## src/logic/adc_setup_pkg.sv

```systemverilog
// Constants and types for the ADC setup and excitation routing register bank.
// Assumes a single 100 MHz clock domain and a plain one-cycle register port.
package adc_setup_pkg;
    localparam int ADDR_W = 8;
    localparam int DATA_W = 16;
    localparam int NUM_SETUPS = 8;
    localparam int NUM_CHANS = 8;
    localparam int NUM_PINS = 8;
    // Register offsets
    localparam logic [7:0] SETUP_BASE = 8'h19;
    localparam logic [7:0] SETUP_LAST = 8'h20;
    localparam logic [7:0] CHAN_BASE = 8'h09;
    localparam logic [7:0] CHAN_LAST = 8'h10;
    // Reset values
    localparam logic [15:0] SETUP_RST = 16'h0000;
    localparam logic [15:0] CHAN_RST = 16'h0000;
    localparam logic [15:0] READ_ZERO = 16'h0000;
    // Setup register fields
    localparam int EXC1_MAG_HI = 15;
    localparam int EXC1_MAG_LO = 13;
    localparam int EXC0_MAG_HI = 12;
    localparam int EXC0_MAG_LO = 10;
    localparam int BURNOUT_HI = 9;
    localparam int BURNOUT_LO = 8;
    localparam int POS_BUF_BIT = 7;
    localparam int NEG_BUF_BIT = 6;
    // Channel register fields
    localparam int SETUP_SEL_HI = 10;
    localparam int SETUP_SEL_LO = 8;
    localparam int EXC1_PIN_HI = 7;
    localparam int EXC1_PIN_LO = 4;
    localparam int EXC0_PIN_HI = 3;
    localparam int EXC0_PIN_LO = 0;
    localparam logic [15:0] CHAN0_MASK = 16'h07ff;
    localparam logic [15:0] CHANM_MASK = 16'h07f0;
    // Pin codes for analog inputs 0 to 7
    localparam logic [3:0] PIN_CODE_0 = 4'h0;
    localparam logic [3:0] PIN_CODE_1 = 4'h1;
    localparam logic [3:0] PIN_CODE_2 = 4'h4;
    localparam logic [3:0] PIN_CODE_3 = 4'h5;
    localparam logic [3:0] PIN_CODE_4 = 4'ha;
    localparam logic [3:0] PIN_CODE_5 = 4'hb;
    localparam logic [3:0] PIN_CODE_6 = 4'he;
    localparam logic [3:0] PIN_CODE_7 = 4'hf;

    typedef enum logic [2:0] {
        EXC_OFF = 3'h0,
        EXC_10UA = 3'h1,
        EXC_20UA = 3'h2,
        EXC_50UA = 3'h3,
        EXC_100UA = 3'h4,
        EXC_150UA = 3'h5,
        EXC_200UA = 3'h6,
        EXC_100NA = 3'h7
    } exc_level_t;

    typedef enum logic [1:0] {
        BURN_OFF = 2'h0,
        BURN_0P5UA = 2'h1,
        BURN_2UA = 2'h2,
        BURN_4UA = 2'h3
    } burnout_level_t;
endpackage

```

## src/logic/pin_sel_if.sv

```systemverilog
// Carrier between the register bank and its pin-code decoder.
// Assumes the decoder is purely combinational.
`timescale 1ns/100ps
interface pin_sel_if;
    logic [3:0] code;
    logic [7:0] onehot;
    logic valid;
    modport dec
    (
        input code,
        output onehot,
        output valid
    );
    modport user
    (
        output code,
        input onehot,
        input valid
    );
endinterface

```

## src/logic/adc_setup_regs.sv

```systemverilog
// Setup configuration and excitation routing register bank.
// Assumes a same-clock register master: one-cycle strobes, read data next cycle.
//
// Overview of operation
// - Source 1 pin codes 0,1,4,5,a,b,e,f pick inputs 0-7; others reserved.
// - Channel 0 bits 3:0 route source 0, same codes; reserved elsewhere.
// - Eight setup registers at 0x19 to 0x20, reset zero, read and write.
// - Each setup bundles all settings; channels pick a setup, sharing allowed.
// - Setup bits 15:13 set source 1 magnitude: off, 10 uA up to 200 uA, or 100 nA.
// - Setup bits 12:10 set source 0 magnitude, same table, zero off.
// - Setup bits 9:8 pick burnout current: off, 0.5, 2, 4 uA.
// - Setup bit 7 set turns positive reference buffer on, clear bypasses.
// - Setup bit 6 holds negative reference buffer control, reset zero, RW.
// - Negative buffer bit zero bypasses, one turns the buffer on.
`timescale 1ns/100ps
module adc_setup_regs
(
    input wire logic clock,
    input wire logic rst,
    input wire logic ce,
    input wire logic [7:0] addr,
    input wire logic [15:0] wr_data,
    input wire logic wr_en,
    input wire logic rd_en,
    output logic [15:0] rd_data,
    input wire logic [2:0] active_channel,
    output adc_setup_pkg::exc_level_t exc1_magnitude,
    output adc_setup_pkg::exc_level_t exc0_magnitude,
    output adc_setup_pkg::burnout_level_t burnout_level,
    output logic pos_ref_buffer_on,
    output logic neg_ref_buffer_on,
    output logic [7:0] exc1_pin_select,
    output logic [7:0] exc0_pin_select,
    output logic exc1_pin_reserved,
    output logic exc0_pin_reserved
);
    logic [7:0][15:0] setup_r;
    logic [7:0][15:0] setup_nxt;
    logic [7:0][15:0] chan_r;
    logic [7:0][15:0] chan_nxt;
    logic [15:0] rd_data_r;
    logic [15:0] rd_data_nxt;
    logic [15:0] rd_mux;
    logic setup_hit;
    logic chan_hit;
    logic [2:0] setup_idx;
    logic [2:0] chan_idx;
    logic [2:0] cur_setup;
    logic [15:0] cur_cfg;

    logic [2:0] exc1_mag_r;
    logic [2:0] exc1_mag_nxt;
    logic [2:0] exc0_mag_r;
    logic [2:0] exc0_mag_nxt;
    logic [1:0] burn_r;
    logic [1:0] burn_nxt;
    logic pos_buf_r;
    logic pos_buf_nxt;
    logic neg_buf_r;
    logic neg_buf_nxt;
    logic [7:0] exc1_pin_r;
    logic [7:0] exc1_pin_nxt;
    logic [7:0] exc0_pin_r;
    logic [7:0] exc0_pin_nxt;
    logic exc1_rsv_r;
    logic exc1_rsv_nxt;
    logic exc0_rsv_r;
    logic exc0_rsv_nxt;

    pin_sel_if ps[2]();

    // Address decode
    always_comb
    begin
        setup_hit = (addr >= adc_setup_pkg::SETUP_BASE) && (addr <= adc_setup_pkg::SETUP_LAST);
        chan_hit = (addr >= adc_setup_pkg::CHAN_BASE) && (addr <= adc_setup_pkg::CHAN_LAST);
        setup_idx = 3'(addr - adc_setup_pkg::SETUP_BASE);
        chan_idx = 3'(addr - adc_setup_pkg::CHAN_BASE);
    end

    // Register file next state
    always_comb
    begin
        setup_nxt = setup_r;
        chan_nxt = chan_r;
        if (ce && wr_en && setup_hit)
        begin
            setup_nxt[setup_idx] = wr_data;
        end
        // source 0 field only in channel 0
        if (ce && wr_en && chan_hit)
        begin
            if (chan_idx == 3'h0)
            begin
                chan_nxt[chan_idx] = wr_data & adc_setup_pkg::CHAN0_MASK;
            end
            else
            begin
                chan_nxt[chan_idx] = wr_data & adc_setup_pkg::CHANM_MASK;
            end
        end
    end

    // Read path; unmapped addresses read zero
    always_comb
    begin
        if (setup_hit)
        begin
            rd_mux = setup_r[setup_idx];
        end
        else if (chan_hit)
        begin
            rd_mux = chan_r[chan_idx];
        end
        else
        begin
            rd_mux = adc_setup_pkg::READ_ZERO;
        end
        rd_data_nxt = rd_data_r;
        if (ce)
        begin
            rd_data_nxt = rd_en ? rd_mux : adc_setup_pkg::READ_ZERO;
        end
    end

    always_ff @(posedge clock or posedge rst)
    begin
        if (rst)
        begin
            setup_r <= {adc_setup_pkg::NUM_SETUPS{adc_setup_pkg::SETUP_RST}};
            chan_r <= {adc_setup_pkg::NUM_CHANS{adc_setup_pkg::CHAN_RST}};
            rd_data_r <= adc_setup_pkg::READ_ZERO;
        end
        else
        begin
            setup_r <= setup_nxt;
            chan_r <= chan_nxt;
            rd_data_r <= rd_data_nxt;
        end
    end

    assign rd_data = rd_data_r;

    // pin code decoders for both sources
    generate
        for (genvar g = 0; g < 2; g++)
        begin : g_src
            if (g == 1)
            begin : g_one
                assign ps[g].code = chan_r[0][adc_setup_pkg::EXC1_PIN_HI:adc_setup_pkg::EXC1_PIN_LO];
            end
            else
            begin : g_zero
                assign ps[g].code = chan_r[0][adc_setup_pkg::EXC0_PIN_HI:adc_setup_pkg::EXC0_PIN_LO];
            end
            pin_code_decoder u_dec
            (
                .sel(ps[g].dec)
            );
        end
    endgenerate

    always_comb
    begin
        cur_setup = chan_r[active_channel][adc_setup_pkg::SETUP_SEL_HI:adc_setup_pkg::SETUP_SEL_LO];
        cur_cfg = setup_r[cur_setup];
    end

    // Analog controls, registered so a write lands in one step
    always_comb
    begin
        exc1_mag_nxt = exc1_mag_r;
        exc0_mag_nxt = exc0_mag_r;
        burn_nxt = burn_r;
        pos_buf_nxt = pos_buf_r;
        neg_buf_nxt = neg_buf_r;
        exc1_pin_nxt = exc1_pin_r;
        exc0_pin_nxt = exc0_pin_r;
        exc1_rsv_nxt = exc1_rsv_r;
        exc0_rsv_nxt = exc0_rsv_r;
        if (ce)
        begin
            exc1_mag_nxt = cur_cfg[adc_setup_pkg::EXC1_MAG_HI:adc_setup_pkg::EXC1_MAG_LO];
            exc0_mag_nxt = cur_cfg[adc_setup_pkg::EXC0_MAG_HI:adc_setup_pkg::EXC0_MAG_LO];
            burn_nxt = cur_cfg[adc_setup_pkg::BURNOUT_HI:adc_setup_pkg::BURNOUT_LO];
            pos_buf_nxt = cur_cfg[adc_setup_pkg::POS_BUF_BIT];
            neg_buf_nxt = cur_cfg[adc_setup_pkg::NEG_BUF_BIT];
            exc1_pin_nxt = ps[1].onehot;
            exc0_pin_nxt = ps[0].onehot;
            exc1_rsv_nxt = !ps[1].valid;
            exc0_rsv_nxt = !ps[0].valid;
        end
    end

    always_ff @(posedge clock or posedge rst)
    begin
        if (rst)
        begin
            exc1_mag_r <= 3'h0;
            exc0_mag_r <= 3'h0;
            burn_r <= 2'h0;
            pos_buf_r <= 1'b0;
            neg_buf_r <= 1'b0;
            exc1_pin_r <= 8'h00;
            exc0_pin_r <= 8'h00;
            exc1_rsv_r <= 1'b0;
            exc0_rsv_r <= 1'b0;
        end
        else
        begin
            exc1_mag_r <= exc1_mag_nxt;
            exc0_mag_r <= exc0_mag_nxt;
            burn_r <= burn_nxt;
            pos_buf_r <= pos_buf_nxt;
            neg_buf_r <= neg_buf_nxt;
            exc1_pin_r <= exc1_pin_nxt;
            exc0_pin_r <= exc0_pin_nxt;
            exc1_rsv_r <= exc1_rsv_nxt;
            exc0_rsv_r <= exc0_rsv_nxt;
        end
    end

    assign exc1_magnitude = adc_setup_pkg::exc_level_t'(exc1_mag_r);
    assign exc0_magnitude = adc_setup_pkg::exc_level_t'(exc0_mag_r);
    assign burnout_level = adc_setup_pkg::burnout_level_t'(burn_r);
    assign pos_ref_buffer_on = pos_buf_r;
    assign neg_ref_buffer_on = neg_buf_r;
    assign exc1_pin_select = exc1_pin_r;
    assign exc0_pin_select = exc0_pin_r;
    assign exc1_pin_reserved = exc1_rsv_r;
    assign exc0_pin_reserved = exc0_rsv_r;
endmodule

```

## src/logic/pin_code_decoder.sv

```systemverilog
// Turns a 4-bit excitation pin code into a one-hot analog input select.
// Assumes the caller registers the result; reserved codes give no pin.
`timescale 1ns/100ps
module pin_code_decoder
(
    pin_sel_if.dec sel
);
    always_comb
    begin
        sel.valid = 1'b1;
        case (sel.code)
            adc_setup_pkg::PIN_CODE_0: sel.onehot = 8'h01;
            adc_setup_pkg::PIN_CODE_1: sel.onehot = 8'h02;
            adc_setup_pkg::PIN_CODE_2: sel.onehot = 8'h04;
            adc_setup_pkg::PIN_CODE_3: sel.onehot = 8'h08;
            adc_setup_pkg::PIN_CODE_4: sel.onehot = 8'h10;
            adc_setup_pkg::PIN_CODE_5: sel.onehot = 8'h20;
            adc_setup_pkg::PIN_CODE_6: sel.onehot = 8'h40;
            adc_setup_pkg::PIN_CODE_7: sel.onehot = 8'h80;
            // Reserved codes route the source nowhere
            default:
            begin
                sel.onehot = 8'h00;
                sel.valid = 1'b0;
            end
        endcase
    end
endmodule

```

## config.mk

```make
export PLATFORM = sky130hd
export DESIGN_NAME = adc_setup_regs
export DESIGN_NICKNAME = d
export VERILOG_FILES = /design/src/logic/adc_setup_pkg.sv /design/src/logic/pin_sel_if.sv /design/src/logic/adc_setup_regs.sv /design/src/logic/pin_code_decoder.sv
export SDC_FILE = /design/constraint.sdc
export NUM_CORES = 1
export LEC_CHECK = 0
export BUFFER_PORTS_ARGS = -buffer_cell sky130_fd_sc_hd__buf_2
export CORE_MARGIN = 4
export CORE_UTILIZATION = 50
export CTS_BUF_LIST = sky130_fd_sc_hd__clkbuf_4 sky130_fd_sc_hd__clkbuf_8
export DETAILED_ROUTE_END_ITERATION = 10
export GPL_TIMING_DRIVEN = 0
export PLACE_DENSITY_LB_ADDON = 0.12
export REMOVE_ABC_BUFFERS = 1
export SKIP_LAST_GASP = 1
export SLEW_MARGIN = 10
export SYNTH_ARGS = -nofsm -noshare
export SYNTH_HDL_FRONTEND = slang
export SYNTH_SLANG_ARGS = --single-unit
```

## constraint.sdc

```tcl
create_clock -name clock -period 17.26 [get_ports clock]
set_input_delay 1.726 -clock clock [delete_from_list [all_inputs] [get_ports clock]]
set_output_delay 1.726 -clock clock [all_outputs]
set_load 0.05 [all_outputs]
```

==> impl_metrics.tcl, run 1 <==
set metrics [dict create \
    drive_above_1_share_pct 38.06 \
    cts.clk_slew.worst_paths_ns 0.06 \
    hold_buffers 0 \
    grt_max_degree 91 \
    arrival_ns 6.57 \
    hold_path.class "reg -> reg" \
    die_y_um 177.0 \
    start_util_pct 50.98 \
    endpoint_kind "flip-flop" \
    cap_violations 0 \
    dr_total_vias 9618 \
    pre_cts_ws_ns 10.60 \
    power.leakage_uw 0.008030 \
    grt_usage_pct 24.52 \
    die_area_sq_um 31330 \
    tightest_slew_ns 1.295 \
    antenna_found_initial 0 \
    wl_per_cell_um 23.40 \
    synthXorXnorAreaFrac_pct 0.2453 \
    diodes 0 \
    vdd_drop_max_v 0.00005287 \
    gp_congestion 0.7461 \
    rsz0062_at_grt "false" \
    fin_ws_ns 11.14 \
    yosys.area_share.simple_pct 9.322 \
    start_kind "primary input" \
    final_common_cell "dfrtp_1" \
    clock_path_buffers 3 \
    num-fill-cells 2388 \
    synth-main-ff-cell "dfrtp_1" \
    ys_seq_area_share_pct 52.57 \
    muxShareOfSynthArea_pct 25.87 \
    coreArea_sq_um 28010 \
    cts_made_buffers 52 \
    max_slew_margin_pct 13.10 \
    synth_top_family_by_area "multiplexers" \
    first_pass_iters 5 \
    post_cts_resized 0 \
    p_sw_share_pct 26.00 \
    placed_area_sq_um 15190 \
    cp_max_fo 63 \
    power.switching_uw 406.3 \
    nNetsFinal 1237 \
    regArea_sq_um 7507 \
    syn_inst 1137 \
    num_io_pins 76 \
    p_per_area_nw_per_um2 96.11 \
    syn_avg_cell_area_sq_um 12.56 \
    clock_latency_ns 0.59 \
    power.internal_uw 1156 \
    hold_viol_final 0 \
    io_buffers 75 \
    grt_pass1_vias 9891 \
    clkPwrFrac_pct 42.0 \
    clock-sinks 300 \
    cts_root_buffer "clkbuf_8" \
    ys_async_sr_fraction_pct 100.0 \
    setup_viol 0 \
    vias_per_cell 5.963 \
    status "completed" \
    post-route-period-util_pct 35.46 \
    ys_types 64 \
    htree_num_levels 2 \
    gr-total-overflow 0 \
    synth_compound_gate_area_share_pct 8.174 \
    ys_ff_latch 300 \
    fin_crit_ns 6.121 \
    hpwl_um 23760 \
    tritoncts "done" \
    p_comb_share_pct 11.0 \
    max_freq_mhz 163.4 \
    p_seq_share_pct 47.0 \
    finClkSkew_ns 0.02134 \
    fin_setup_tns_ns 0 \
    drc_errors 0 \
    synth_fa_ha_area_share_pct 0.2628 \
    cts_setup_buffers 0 \
    area_growth_pct 13.85 \
    multiInputGateArea_sq_um 6324 \
    grt_pass1_wl_um 59260 \
    layout_common_cells "300 x dfrtp_1, 231 x mux2_2, 74 x buf_2" \
    final_max_slew_viol_count 0 \
    ant_nets 0 \
    die_w_um 177.0 \
    syn_area_sq_um 14280 \
    drt_iter0_markers 595 \
    rows 61 \
    ys_warn_count 0 \
    final_area_sq_um 16260 \
    critPathKind "in -> reg" \
    routed_wl_um 37750 \
    crit_required_ns 17.71 \
    synth-edff-count 0 \
]
==> cell type report <==
cell class	instances	share of cell area [%]
Timing Repair Buffer	97	5.087
Sequential cell	300	46.17
Multi-Input combinational cell	731	38.89
Clock inverter	8	0.4771
Clock buffer	79	5.956
Tap cell	378	2.909
Inverter	20	0.5079
==> power groups by stage <==
stage	clock, uW	sequential (uW)	combinational, uW
after floorplan	0	759	91.2
after global placement	0	747	161
after detailed placement	0	747	172
after CTS	671	734	172
after global routing	703	737	186
final	657	735	171
==> logic make-up (layout without fill, tap and decap cells) <==
logic type / count (synthesis) / in the layout
xor gates and xnor gates: 4 / 4
buffers and inverters: 106 / 204
DFF: 300 / 300
adders and majority gates: 3 / 3
muxes: 304 / 304
AOI/OAI and AO/OA: 163 / 163
and+or+nand+nor: 257 / 257
==> metal layers <==
metal  track usage (%)  vias up  part of all wire, %
met2             38.27      251                   47
met1             37.06     5012                   47
met3             3.290       48                  4.5
met4             5.384        0                  1.4
met5                 0        -                    0
li1                  -     4307                    -
==> synthesized netlist by cell type (4+ instances only) <==
cell	count	area, sq um
nand3_1	8	40.04
o221a_2	7	78.83
buf_1	7	26.28
nor2b_1	65	406.6
a311oi_1	6	52.55
clkbuf_1	35	131.4
nor3_1	28	140.1
o2bb2ai_1	13	113.9
o21ai_0	26	130.1
nor3b_1	4	30.03
o22ai_1	18	112.6
mux2i_1	44	440.4
o32a_1	4	40.04
buf_2	30	150.1
mux4_2	27	608.1
nand4_1	10	62.56
a22oi_1	11	82.58
nand2b_1	5	31.28
nor2_1	43	161.4
a21oi_1	29	145.1
and3_1	7	43.79
a211oi_1	4	30.03
o221ai_1	13	113.9
inv_1	19	71.32
nand2_1	66	247.7
dfrtp_1	300	7507
buf_4	9	67.56
a31oi_1	7	43.79
mux2_2	231	2601
==> through the flow <==
step                total power (uW)  hold WS (ns)  utilization, %  instances
finish                          1563        0.4841           58.05       1613
global route                    1626        0.4953           58.05       1613
CTS                             1578        0.4877           57.95       1612
detailed placement             918.8        0.4705           54.21       1525
global placement               908.2        0.4633           52.47       1504
floorplan                      849.8        0.4557               -       1051
==> critical path: stages <==
cell      delay [ns]
buf_4           0.30
clkinv_1        1.10
ha_4            1.03
buf_16          0.34
nand2_1         0.46
or4_1           1.07
mux2_2          0.47
==> worst paths after layout <==
path | startpoint | to | slack (ns) | cells after the start
hold / removal | rd_data[8]$_DFFE_PP0P_ | rd_data[8]$_DFFE_PP0P_ | 0.48 | 1
max in group asynchronous | rst | setup_r[67]$_DFFE_PP0P_ | 14.54 | 5
min in group asynchronous | rst | setup_r[105]$_DFFE_PP0P_ | 1.17 | 2
setup reg to reg | flip-flop | exc1_magnitude[0]$_DFFE_PP0P_ | 14.44 | 6
hold reg to reg | rd_data[8]$_DFFE_PP0P_ | rd_data[8]$_DFFE_PP0P_ | 0.48 | 1
setup / recovery | addr[0] | setup_r[78]$_DFFE_PP0P_ | 11.14 | 7
No activity file was read; power rests on OpenSTA's default activity.
==> inputs of run 2 (changes only) <==
Clock period 17.26 ns to 5.53 ns, I/O delays scaled along.
==> run 2 against run 1 <==
Effect of this change: setup slack worse by 11 ns; die area stayed put; sequential cell count stayed put; via count is 0.30% higher; critical path depth stayed put; non-clock buffer count is 1 higher; global-route usage hardly changed; register-to-register slack worse by 12 ns; clock power grew to 3.1 times the previous value; final area hardly changed; critical endpoint unchanged; highest routed layer unchanged.
==> impl_metrics.tcl, run 2 (same netlist as run 1, synthesis figures left out) <==
set metrics [dict create \
    p_per_area_nw_per_um2 299.8 \
    routed_wl_um 37680 \
    clock_latency_ns 0.59 \
    clkPwrFrac_pct 42.0 \
    drive_above_1_share_pct 38.03 \
    power.leakage_uw 0.008034 \
    htree_num_levels 2 \
    power.switching_uw 1267 \
    endpoint_kind "flip-flop" \
    start_util_pct 50.98 \
    arrival_ns 5.37 \
    final_common_cell "dfrtp_1" \
    die_y_um 177.0 \
    nNetsFinal 1238 \
    status "completed" \
    fin_crit_ns 4.923 \
    wl_per_cell_um 23.34 \
    post-route-period-util_pct 89.02 \
    final_area_sq_um 16270 \
    rows 61 \
    max_slew_margin_pct 15.44 \
    hold_buffers 1 \
    grt_max_degree 91 \
    vdd_drop_max_v 0.0001652 \
    dr_total_vias 9647 \
    layout_common_cells "300 x dfrtp_1, 231 x mux2_2, 74 x buf_2" \
    num_io_pins 76 \
    max_freq_mhz 203.1 \
    setup_viol 0 \
    power.internal_uw 3610 \
    grt_pass1_wl_um 59280 \
    die_w_um 177.0 \
    cts.clk_slew.worst_paths_ns 0.06 \
    ant_nets 0 \
    antenna_found_initial 0 \
    placed_area_sq_um 15190 \
    drt_iter0_markers 571 \
    cts_setup_buffers 0 \
    drc_errors 0 \
    tritoncts "done" \
    coreArea_sq_um 28010 \
    cts_made_buffers 52 \
    die_area_sq_um 31330 \
    rsz0062_at_grt "false" \
    cp_max_fo 63 \
    first_pass_iters 5 \
    io_buffers 75 \
    hpwl_um 23760 \
    finClkSkew_ns 0.02558 \
    cts_root_buffer "clkbuf_8" \
    area_growth_pct 13.92 \
    p_seq_share_pct 47.0 \
    grt_usage_pct 24.52 \
    p_comb_share_pct 11.0 \
    clock-sinks 300 \
    final_max_slew_viol_count 0 \
    fin_ws_ns 0.6074 \
    hold_path.class "in -> reg" \
    pre_cts_ws_ns 0.04390 \
    tightest_slew_ns 1.265 \
    grt_pass1_vias 9903 \
    clock_path_buffers 3 \
    p_sw_share_pct 25.98 \
    gp_congestion 0.7461 \
    critPathKind "in -> reg" \
    diodes 0 \
    crit_required_ns 5.98 \
    hold_viol_final 0 \
    start_kind "primary input" \
    cap_violations 0 \
    vias_per_cell 5.977 \
    post_cts_resized 0 \
    gr-total-overflow 0 \
]
## run 2: cell count changes in the layout (fill, tap and decap cells not counted), sizes merged
cell / before / now
dlygate4sd3: 0 / 1
## run 2: area by class of cell
cell class | count | area (sq um)
Fill cell | 2387 | 11740
Clock inverter | 8 | 77.57
Inverter | 20 | 82.58
Clock buffer | 79 | 968.4
Tap cell | 378 | 473.0
Multi-Input combinational cell | 731 | 6324
Timing Repair Buffer | 98 | 837.1
Sequential cell | 300 | 7507
## run 2: worst max-delay path: stages
cell and delay [ns]:
buf_4 0.30, clkinv_1 1.07, ha_4 1.01, buf_16 0.34, nand2_1 0.45, or4_1 1.07
mux2_2 0.48
## run 2: worst paths after layout
path	startpoint	end	slack [ns]	cells after the start
max	addr[0]	setup_r[78]$_DFFE_PP0P_	0.61	7
min	wr_data[2]	setup_r[82]$_DFFE_PP0P_	0.31	2
max reg2reg	flip-flop	exc1_magnitude[0]$_DFFE_PP0P_	2.70	6
min reg2reg	rd_data[8]$_DFFE_PP0P_	rd_data[8]$_DFFE_PP0P_	0.48	1
max in group asynchronous	rst	setup_r[67]$_DFFE_PP0P_	3.43	6
min in group asynchronous	rst	setup_r[105]$_DFFE_PP0P_	0.54	3
## run 2: power groups by stage
stage	combinational, uW	sequential (uW)	clock, uW
5_1_grt	580	2300	2200
6_report	536	2290	2050
2_1_floorplan	285	2370	0
3_5_place_dp	537	2330	0
4_1_cts	538	2290	2090
3_3_place_gp	504	2330	0
## run 2: through the flow
step | utilization, % | setup TNS, ns | cells | total power (uW) | hold WS [ns]
floorplan | - | -993.67 | 1051 | 2652 | 0.4557
global placement | 52.47 | -3470.90 | 1504 | 2834 | 0.4633
detailed placement | 54.21 | 0 | 1525 | 2868 | 0.4705
CTS | 57.98 | 0 | 1613 | 4925 | 0.2920
global route | 58.08 | 0 | 1614 | 5074 | 0.3120
finish | 58.08 | 0 | 1614 | 4877 | 0.3142
## run 2: routing by layer
metal | vias up | global-route usage, % | part of all wire, %
met2 | 259 | 38.30 | 47
li1 | 4305 | - | -
met1 | 5033 | 37.06 | 48
met5 | - | 0 | 0
met3 | 50 | 3.290 | 4.3
met4 | 0 | 5.384 | 1.5
